--- config.mk ---
export PLATFORM = sky130hd
export DESIGN_NAME = instruction_cycle_timing
export DESIGN_NICKNAME = d
export VERILOG_FILES = /design/src/shared/cycle_timing_pkg.sv /design/src/rtl/opcode_length_decoder.sv /design/src/rtl/instruction_cycle_timing.sv
export SDC_FILE = /design/constraint.sdc
export NUM_CORES = 1
export LEC_CHECK = 0
export ABC_AREA = 1
export ABC_CLOCK_PERIOD_IN_PS = 7200
export BUFFER_PORTS_ARGS = -buffer_cell sky130_fd_sc_hd__buf_2
export CAP_MARGIN = 5
export CORE_MARGIN = 2
export CORE_UTILIZATION = 45
export DETAILED_ROUTE_END_ITERATION = 6
export GPL_TIMING_DRIVEN = 0
export HOLD_SLACK_MARGIN = 0.06
export PLACE_DENSITY = 0.73
export SKIP_CTS_REPAIR_TIMING = 1
export SYNTH_ARGS = -nofsm -noshare
export SYNTH_HDL_FRONTEND = slang
export SYNTH_SLANG_ARGS = --single-unit
--- constraint.sdc ---
create_clock -name clk -period 7.2 [get_ports clk]
set_clock_uncertainty 0.1 [all_clocks]
set_input_delay 1.44 -clock clk [delete_from_list [all_inputs] [get_ports clk]]
set_output_delay 1.44 -clock clk [all_outputs]
set_load 0.1 [all_outputs]
--- src/shared/cycle_timing_pkg.sv ---
// constants and types shared by the instruction cycle timing block
// Overview of operation
// - machine cycle is four ordered phase states
// - sequencing uses both clock edges
// - one opcode byte fetched in each of the first byte_count machine cycles
// - all 256 opcodes decode; 128 single-cycle
// - external data move lasts two to nine cycles
// - strobe widens with added machine cycles
// - other instructions take one to four cycles
// - compare jump forms: three bytes, sixteen clocks
// - stretch field sets move length two plus value
// - stretch affects only external data move
package cycle_timing_pkg;

    typedef enum logic [3:0] {
        phase_one = 4'h1,
        phase_two = 4'h2,
        phase_three = 4'h4,
        phase_four = 4'h8
    } phase_t;

    localparam int CLK_PERIOD_NS = 10;
    localparam int CLOCKS_PER_MCYCLE = 4;
    localparam logic [2:0] STRETCH_RST = 3'h1;
    localparam logic [3:0] XMOVE_BASE_CYCLES = 4'h2;
    localparam logic [7:0] OPCODE_RST = 8'h00;
    localparam logic [7:0] COMPARE_JUMP_NOT_EQUAL_FIRST = 8'hB4;
    localparam logic [7:0] COMPARE_JUMP_NOT_EQUAL_LAST = 8'hBF;
    localparam logic [1:0] COMPARE_JUMP_NOT_EQUAL_BYTES = 2'h3;
    localparam logic [5:0] COMPARE_JUMP_NOT_EQUAL_CLOCKS = 6'h10;
    localparam logic [3:0] MCYCLE_RST = 4'h0;
    localparam logic [5:0] COUNT_RST = 6'h00;

endpackage : cycle_timing_pkg

--- src/rtl/opcode_length_decoder.sv ---
// opcode decoder giving byte count, base machine cycles and move kind
`timescale 1ns/1ns
`default_nettype none
module opcode_length_decoder
    import cycle_timing_pkg::*;
(
    input wire logic [7:0] opcode,
    output logic [1:0] byte_count,
    output logic [2:0] base_cycles,
    output logic is_xmove,
    output logic is_write
);

    wire [3:0] hi = opcode[7:4];
    wire [3:0] lo = opcode[3:0];

    always_comb begin
        byte_count = 2'h1;
        base_cycles = 3'h1;
        is_xmove = 1'b0;
        is_write = opcode[4];
        case (lo)
            4'h0: begin
                case (hi)
                    4'h0: ;
                    4'h1, 4'h2, 4'h3: begin
                        byte_count = 2'h3;
                        base_cycles = 3'h4;
                    end
                    4'h4, 4'h5, 4'h6, 4'h7, 4'h8: begin
                        byte_count = 2'h2;
                        base_cycles = 3'h3;
                    end
                    4'h9: begin
                        byte_count = 2'h3;
                        base_cycles = 3'h3;
                    end
                    4'hE, 4'hF: is_xmove = 1'b1;
                    default: begin
                        byte_count = 2'h2;
                        base_cycles = 3'h2;
                    end
                endcase
            end
            4'h1: begin
                byte_count = 2'h2;
                base_cycles = 3'h3;
            end
            4'h2: begin
                case (hi)
                    4'h0, 4'h1: begin
                        byte_count = 2'h3;
                        base_cycles = 3'h4;
                    end
                    4'h2, 4'h3: base_cycles = 3'h2;
                    4'hE, 4'hF: is_xmove = 1'b1;
                    default: begin
                        byte_count = 2'h2;
                        base_cycles = 3'h2;
                    end
                endcase
            end
            4'h3: begin
                case (hi)
                    4'h4, 4'h5, 4'h6: begin
                        byte_count = 2'h3;
                        base_cycles = 3'h3;
                    end
                    4'h7, 4'h8, 4'h9, 4'hA: base_cycles = 3'h2;
                    4'hE, 4'hF: is_xmove = 1'b1;
                    default: ;
                endcase
            end
            4'h4: begin
                case (hi)
                    4'h0, 4'h1, 4'h8, 4'hA, 4'hC, 4'hD, 4'hE, 4'hF: ;
                    4'hB: begin
                        byte_count = 2'h3;
                        base_cycles = 3'h4;
                    end
                    default: begin
                        byte_count = 2'h2;
                        base_cycles = 3'h2;
                    end
                endcase
            end
            4'h5: begin
                byte_count = 2'h2;
                base_cycles = 3'h2;
                case (hi)
                    4'h7, 4'h8: begin
                        byte_count = 2'h3;
                        base_cycles = 3'h3;
                    end
                    4'hB, 4'hD: begin
                        byte_count = 2'h3;
                        base_cycles = 3'h4;
                    end
                    default: ;
                endcase
            end
            default: begin
                // register and indirect columns share one layout except row D, where only lo[3] columns take three cycles
                case (hi)
                    4'h7, 4'h8, 4'hA: begin
                        byte_count = 2'h2;
                        base_cycles = 3'h2;
                    end
                    4'hB: begin
                        byte_count = 2'h3;
                        base_cycles = 3'h4;
                    end
                    4'hD: begin
                        if (lo[3]) begin
                            byte_count = 2'h2;
                            base_cycles = 3'h3;
                        end
                    end
                    default: ;
                endcase
            end
        endcase
    end

endmodule // opcode_length_decoder
`default_nettype wire

--- src/rtl/instruction_cycle_timing.sv ---
// machine cycle sequencer with opcode fetch pacing and stretched data strobes
`timescale 1ns/1ns
`default_nettype none
module instruction_cycle_timing
    import cycle_timing_pkg::*;
(
    input wire logic clk,
    input wire logic sys_rst,
    input wire logic [7:0] opcode_in,
    input wire logic stretch_wr,
    input wire logic [2:0] stretch_wdata,
    output logic [3:0] phase,
    output logic [3:0] machine_cycle,
    output logic fetch,
    output logic instr_done,
    output logic rd_n,
    output logic wr_n,
    output logic [2:0] stretch_value
);

    phase_t phase_ff;
    phase_t nxt_phase;
    logic [3:0] mc_ff;
    logic [3:0] nxt_mc;
    logic [7:0] opcode_ff;
    logic [2:0] stretch_ff;
    logic [2:0] cur_stretch_ff;
    logic fetch_ff;
    logic done_ff;
    logic rd_n_ff;
    logic wr_n_ff;

    wire [1:0] byte_count;
    wire [2:0] base_cycles;
    wire is_xmove;
    wire is_write;

    opcode_length_decoder u_dec (
        .opcode(opcode_ff),
        .byte_count(byte_count),
        .base_cycles(base_cycles),
        .is_xmove(is_xmove),
        .is_write(is_write)
    );

    // move length is two plus stretch
    wire [3:0] total_cycles = is_xmove ? (XMOVE_BASE_CYCLES + {1'b0, cur_stretch_ff})
                                       : {1'b0, base_cycles};
    wire last_cycle = (mc_ff == (total_cycles - 4'h1));
    wire at_end = (phase_ff == phase_four) && last_cycle;
    wire new_instr = (nxt_phase == phase_one) && (nxt_mc == MCYCLE_RST);

    always_comb begin
        case (phase_ff)
            phase_one: nxt_phase = phase_two;
            phase_two: nxt_phase = phase_three;
            phase_three: nxt_phase = phase_four;
            phase_four: nxt_phase = phase_one;
            default: nxt_phase = phase_one;
        endcase
    end

    assign nxt_mc = (phase_ff != phase_four) ? mc_ff : (last_cycle ? MCYCLE_RST : mc_ff + 4'h1);

    wire nxt_fetch = (nxt_phase == phase_one) && (new_instr || (nxt_mc < {2'h0, byte_count}));
    wire nxt_done = (nxt_phase == phase_four) && (nxt_mc == (total_cycles - 4'h1));

    // strobe window over the next state; zero stretch keeps a two-clock pulse
    function automatic logic strobe_on(input logic [3:0] mc, input phase_t ph,
                                       input logic [2:0] s);
        logic [3:0] last_mc;
        last_mc = 4'h1 + {1'b0, s};
        if (s == 3'h0)
            strobe_on = (mc == 4'h1) && ((ph == phase_two) || (ph == phase_three));
        else
            strobe_on = ((mc == 4'h1) && ((ph == phase_three) || (ph == phase_four)))
                     || ((mc > 4'h1) && (mc < last_mc))
                     || ((mc == last_mc) && ((ph == phase_one) || (ph == phase_two)));
    endfunction

    wire nxt_strobe = is_xmove && !new_instr && strobe_on(nxt_mc, nxt_phase, cur_stretch_ff);

    always_ff @(posedge clk) begin
        if (sys_rst) begin
            // parked at the end of a one-cycle no-op so the first edge starts a fetch
            phase_ff <= phase_four;
            mc_ff <= MCYCLE_RST;
            fetch_ff <= 1'b0;
            done_ff <= 1'b0;
            rd_n_ff <= 1'b1;
            wr_n_ff <= 1'b1;
        end else begin
            phase_ff <= nxt_phase;
            mc_ff <= nxt_mc;
            fetch_ff <= nxt_fetch;
            done_ff <= nxt_done && !new_instr;
            rd_n_ff <= !(nxt_strobe && !is_write);
            wr_n_ff <= !(nxt_strobe && is_write);
        end
    end

    // stretch field of the clock control register
    always_ff @(posedge clk) begin
        if (sys_rst) begin
            stretch_ff <= STRETCH_RST;
            cur_stretch_ff <= STRETCH_RST;
        end else begin
            if (stretch_wr)
                stretch_ff <= stretch_wdata;
            if (at_end)
                cur_stretch_ff <= stretch_ff;
        end
    end

    // opcode caught on falling edge
    // the half-period lead gives the decoder time before phase four
    always_ff @(negedge clk) begin
        if (sys_rst)
            opcode_ff <= OPCODE_RST;
        else if ((phase_ff == phase_one) && (mc_ff == MCYCLE_RST))
            opcode_ff <= opcode_in;
    end

    assign phase = phase_ff;
    assign machine_cycle = mc_ff;
    assign fetch = fetch_ff;
    assign instr_done = done_ff;
    assign rd_n = rd_n_ff;
    assign wr_n = wr_n_ff;
    assign stretch_value = stretch_ff;

    // helper counters read only by the checks below
    logic [5:0] clk_cnt_ff;
    logic [5:0] strobe_cnt_ff;
    logic [1:0] fetch_cnt_ff;
    wire strobe_now = !(rd_n_ff && wr_n_ff);
    wire [5:0] exp_width = (cur_stretch_ff == 3'h0) ? 6'h02 : {1'b0, cur_stretch_ff, 2'h0};
    wire [5:0] exp_clocks = {total_cycles, 2'h0};
    wire is_compare_jump_not_equal = (opcode_ff >= COMPARE_JUMP_NOT_EQUAL_FIRST) && (opcode_ff <= COMPARE_JUMP_NOT_EQUAL_LAST);

    always_ff @(posedge clk) begin
        if (sys_rst) begin
            clk_cnt_ff <= COUNT_RST;
            strobe_cnt_ff <= COUNT_RST;
            fetch_cnt_ff <= 2'h0;
        end else begin
            clk_cnt_ff <= new_instr ? COUNT_RST : clk_cnt_ff + 6'h01;
            strobe_cnt_ff <= strobe_now ? strobe_cnt_ff + 6'h01 : COUNT_RST;
            fetch_cnt_ff <= new_instr ? 2'h0 : fetch_cnt_ff + {1'b0, fetch_ff};
        end
    end

    chk_phase_order: assert property (@(posedge clk) disable iff (sys_rst)
        (phase_ff == phase_four) |=> (phase_ff == phase_one) ##1 (phase_ff == phase_two)
        ##1 (phase_ff == phase_three)) else $error("phase order broken");
    chk_negedge_latch: assert property (@(negedge clk) disable iff (sys_rst)
        ((phase_ff == phase_one) && (mc_ff == MCYCLE_RST)) |=> (opcode_ff == $past(opcode_in)))
        else $error("opcode not caught on falling edge");
    chk_fetch_once: assert property (@(posedge clk) disable iff (sys_rst)
        fetch_ff |-> (phase_ff == phase_one) ##1 !fetch_ff [*3])
        else $error("more than one fetch in a machine cycle");
    chk_fetch_count: assert property (@(posedge clk) disable iff (sys_rst)
        (done_ff && !is_xmove) |-> (fetch_cnt_ff == byte_count))
        else $error("fetch count differs from byte count");
    chk_fetch_first: assert property (@(posedge clk) disable iff (sys_rst)
        ((phase_ff == phase_one) && (mc_ff == MCYCLE_RST)) |-> fetch_ff)
        else $error("instruction started without a fetch");
    chk_done_fetch: assert property (@(posedge clk) disable iff (sys_rst)
        done_ff |=> (phase_ff == phase_one) && (mc_ff == MCYCLE_RST) && fetch_ff)
        else $error("no fetch after instruction end");
    chk_opcode_hold: assert property (@(posedge clk) disable iff (sys_rst)
        (mc_ff != MCYCLE_RST) |-> $stable(opcode_ff))
        else $error("opcode changed inside an instruction");
    chk_decode_total: assert property (@(posedge clk) disable iff (sys_rst)
        (byte_count != 2'h0) && (base_cycles != 3'h0)) else $error("opcode left undecoded");
    chk_xmove_len: assert property (@(posedge clk) disable iff (sys_rst)
        (done_ff && is_xmove) |-> (clk_cnt_ff == 6'(exp_clocks - 6'h01))
        && (total_cycles >= 4'h2) && (total_cycles <= 4'h9))
        else $error("external move length wrong");
    // strobe checks read the registered pins, so they see exactly what the bus sees
    // strobe width
    chk_strobe_width: assert property (@(posedge clk) disable iff (sys_rst)
        $fell(strobe_now) |-> (strobe_cnt_ff == exp_width)) else $error("strobe width wrong");
    chk_strobe_in_move: assert property (@(posedge clk) disable iff (sys_rst)
        strobe_now |-> is_xmove && (mc_ff != MCYCLE_RST))
        else $error("strobe outside the access cycles");
    chk_strobe_excl: assert property (@(posedge clk) disable iff (sys_rst)
        !(!rd_n_ff && !wr_n_ff)) else $error("read and write strobes together");
    chk_class_range: assert property (@(posedge clk) disable iff (sys_rst)
        (done_ff && !is_xmove) |-> (total_cycles >= 4'h1) && (total_cycles <= 4'h5)
        && (clk_cnt_ff == 6'(exp_clocks - 6'h01))) else $error("instruction class wrong");
    chk_mc_range: assert property (@(posedge clk) disable iff (sys_rst)
        (mc_ff < total_cycles)) else $error("machine cycle index out of range");
    chk_compare_jump_not_equal_clocks: assert property (@(posedge clk) disable iff (sys_rst)
        (done_ff && is_compare_jump_not_equal) |-> (clk_cnt_ff == (COMPARE_JUMP_NOT_EQUAL_CLOCKS - 6'h01))
        && (byte_count == COMPARE_JUMP_NOT_EQUAL_BYTES)) else $error("compare jump not sixteen clocks");
    chk_stretch_write: assert property (@(posedge clk) disable iff (sys_rst)
        stretch_wr |=> (stretch_ff == $past(stretch_wdata)))
        else $error("stretch write lost");
    chk_stretch_scope: assert property (@(posedge clk) disable iff (sys_rst)
        !is_xmove |-> ##1 (rd_n_ff && wr_n_ff) or (mc_ff == MCYCLE_RST))
        else $error("strobe outside external move");
    chk_stretch_hold: assert property (@(posedge clk) disable iff (sys_rst)
        !at_end |=> $stable(cur_stretch_ff)) else $error("stretch changed inside an instruction");

    cov_xmove_read: cover property (@(posedge clk) disable iff (sys_rst) $fell(rd_n_ff));
    cov_xmove_write: cover property (@(posedge clk) disable iff (sys_rst) $fell(wr_n_ff));
    cov_compare_jump_not_equal_done: cover property (@(posedge clk) disable iff (sys_rst) done_ff && is_compare_jump_not_equal);
    cov_max_stretch: cover property (@(posedge clk) disable iff (sys_rst)
        done_ff && is_xmove && (cur_stretch_ff == 3'h7));
    cov_zero_stretch: cover property (@(posedge clk) disable iff (sys_rst)
        done_ff && is_xmove && (cur_stretch_ff == 3'h0));

endmodule // instruction_cycle_timing
`default_nettype wire

==> flow_summary_export.csv <==
group,metric,value,unit
synth,async_flop_share,0,%
global_routing,first_global_vias,1963,
synth,yosys_register_bits,26,
timing,slew_violations,0,
cells_and_area,drive_gt1_share,30.81,%
critical_path,cp_max_fo,6,
critical_path,critPathArrivalTime,7220,ps
cells_and_area,final_area,2601,µm²
placement,io_buffers,27,
synth,yosys_warnings,0,
global_routing,grt_pass1_wl,8.556,mm
clock_tree,clock-sinks,26,
critical_path,cp-end-kind,"register",
power,vdd_ir_drop_max,144.1,µV
run_status,status,"finished clean",
detailed_routing,routedWlPerCell,13.90,µm
placement,pre_cts_ws,-303.3,ps
timing,tightest_slew,662.2,ps
critical_path,cp_slowest_stage_delay,340,ps
critical_path,timing.rr.end,"rd_n$_SDFF_PP1_",
synth,synth-seq-area-share,26.53,%
clock_tree,cts_tree,"yes",
job,cap_violations,0,
floorplan,die_w,70.03,µm
synth,yosys.area.top_type,"dfxtp_1",
floorplan,coreArea,4264,µm²
power,switching_share,44.85,%
synth,synth_area,1962,µm²
critical_path,rr_worst_depth,28,
power,p_seq_share,26.5,%
clock_tree,cts_root_buffer,"clkbuf_8",
placement,dpl.hpwl,3.890,mm
power,total_power,0.6563,mW
synth,syn-num-nets,342,
cells_and_area,antenna_cells,0,
critical_path,r2r_start,"opcode_ff[5]$_SDFFE_NP0P_",
critical_path,endpoint,"rd_n$_SDFF_PP1_",
power,combinationalPowerShare,53.7,%
clock_tree,cts_buffers,3,
synth,synth_top_area_share,26.53,%
critical_path,critPathKind,"reg -> reg",
cells_and_area,layout_common_cells,"nand2_1, inv_1, nor2_1",
timing,setup_violations,0,
detailed_routing,routed_wl,5.865,mm
synth,yosys_most_used_dff,"dfxtp_1",
cells_and_area,final_common_cell,"nand2_1",
timing,worst_slack,55.22,ps
power,p_int,0.3619,mW
floorplan,num_rows,24,
power,p_sw,0.2944,mW
critical_path,crit_path_start,"opcode_ff[5]$_SDFFE_NP0P_",
timing,slew_headroom,55.51,%
detailed_routing,first_pass_iters,7,
floorplan,ios,29,
power,p_leak,1.352,nW
global_routing,grt_max_degree,15,
worst_hold_path,min-delay-path-class,"reg -> reg",
detailed_routing,vias,2322,
clock_tree,insertion_delay,350,ps
synth,synth_area_leaders,"dfxtp_1, nand2_1, nor2_1",
clock_tree,cts.path.max_buffers,2,
worst_hold_path,hp-start,"stretch_value[0]$_SDFFE_PP1P_",
floorplan,die_h,70.03,µm
synth,synth_edf_count,0,
floorplan,die_area,4904,µm²
detailed_routing,drc,0,
critical_path,cpMostUsedCell,"nand2_1",
detailed_routing,ant_nets,0,
placement,placed_area,2162,µm²
critical_path,cpMaxStageDelayCell,"dfxtp_1",
synth,syn_area_per_cell,6.169,µm²
synth,synth_cell_types,30,
floorplan,start_util,46.01,%
detailed_routing,drt_iter0_markers,262,
timing,hold_violations,0,
detailed_routing,vias_per_cell,5.502,
global_routing,gr-total-overflow,0,
critical_path,rrSetupSlack,60,ps
clock_tree,cts.clk_slew.worst_paths,100,ps
global_routing,antenna_found_initial,0,
critical_path,cp-start-kind,"register",
clock_tree,htreeDepth,1,
cells_and_area,area_growth,32.59,%
cells_and_area,finalNetCount,395,
synth,syn_inst,318,
global_routing,gr-usage-all-layers,21.16,%
power,pwr-share-clk,19.8,%
power,powerDensity,252.3,nW/µm²
placement,place.gp.congestion,0.8988,
critical_path,critical_path_required,7270,ps
placement,dp_cells,397,
cells_and_area,final_cells,422,
-- flip-flops by register name, summed over array words and instances, names as in the netlist, 3 cells and up --
signal	count
cur_stretch_ff	3
machine_cycle	4
opcode_ff	8
phase	4
stretch_value	3
-- power by group through the flow --
| stage | registers [mW] | logic [mW] | clock network (mW) |
|---|---|---|---|
| floorplan | 0.207 | 0.178 | 0.00771 |
| global placement | 0.172 | 0.258 | 0.00771 |
| detailed placement | 0.173 | 0.262 | 0.00771 |
| CTS | 0.170 | 0.263 | 0.131 |
| global route | 0.175 | 0.379 | 0.140 |
| finish | 0.174 | 0.352 | 0.130 |
-- per-layer routing --
layer | track usage, % | up-vias | routed length [µm]
met5 | 0 | - | 0
met4 | 7.692 | 0 | 248
met3 | 3.175 | 32 | 503
met2 | 33.86 | 132 | 2730
met1 | 28.90 | 1035 | 2382
li1 | - | 1123 | -
-- logic make-up (layout without fill, tap and decap cells) --
family,Yosys count,in the layout,share of synthesized area (%)
AND/OR/NAND/NOR,173,173,38.01
buffers and inverters,56,108,11.48
flip-flops,26,26,26.53
XOR/XNOR,7,7,3.508
AO/OA/AOI/OAI,46,46,14.09
adder cells (fa/ha/maj),10,10,6.378
-- worst max-delay path: cells and delay by family, from the launching register on --
family | cells | cell delay [ps]
xor+xnor | 1 | 170
flops | 1 | 340
compound gates | 1 | 140
simple gates | 18 | 1640
fa+ha+maj | 2 | 430
buf+inv | 6 | 560
-- area by class of cell --
class,count,area [µm²]
fillers,387,1663
multi-input cells,236,1433
flip-flops and latches,26,543.0
repair buffers,41,240.2
inverters,50,190.2
clock buffers,4,66.31
well taps,52,65.06
plain buffers,5,33.78
clock inverters,8,30.03
-- synth_stat cells (2+ instances only) --
library cell and number:
buf_6 2, dfxtp_1 26, nand2_1 81, nand3_2 3, o21ai_0 21, ha_1 10, clkbuf_1 3, nor2_2 3
xor2_1 4, a21oi_1 15, nor2_1 47, xnor2_1 2, nor3_1 4, nand2_2 4, inv_1 46, nand3_1 24
inv_2 5, nand4_1 4, o211ai_1 3
-- worst min-delay path by stage --
stage,endpoint,slack (ps),cells after the start
after floorplan,cur_stretch_ff[2]$_SDFFE_PP0P_,370,2
after global placement,stretch_value[0]$_SDFFE_PP1P_,360,2
after detailed placement,stretch_value[0]$_SDFFE_PP1P_,380,2
after CTS,stretch_value[0]$_SDFFE_PP1P_,390,2
after global routing,stretch_value[0]$_SDFFE_PP1P_,440,2
final,stretch_value[0]$_SDFFE_PP1P_,390,2
-- stage by stage --
step	TNS, ps	util, %	hold WS (ps)
floorplan	0	-	372.5
global placement	-476.2	50.70	363.4
detailed placement	-572.4	50.70	376.4
CTS	-712.8	52.88	394.0
global route	-260.9	61.00	435.5
finish	0	61.00	392.6
(Power assumes the default switching activity.)
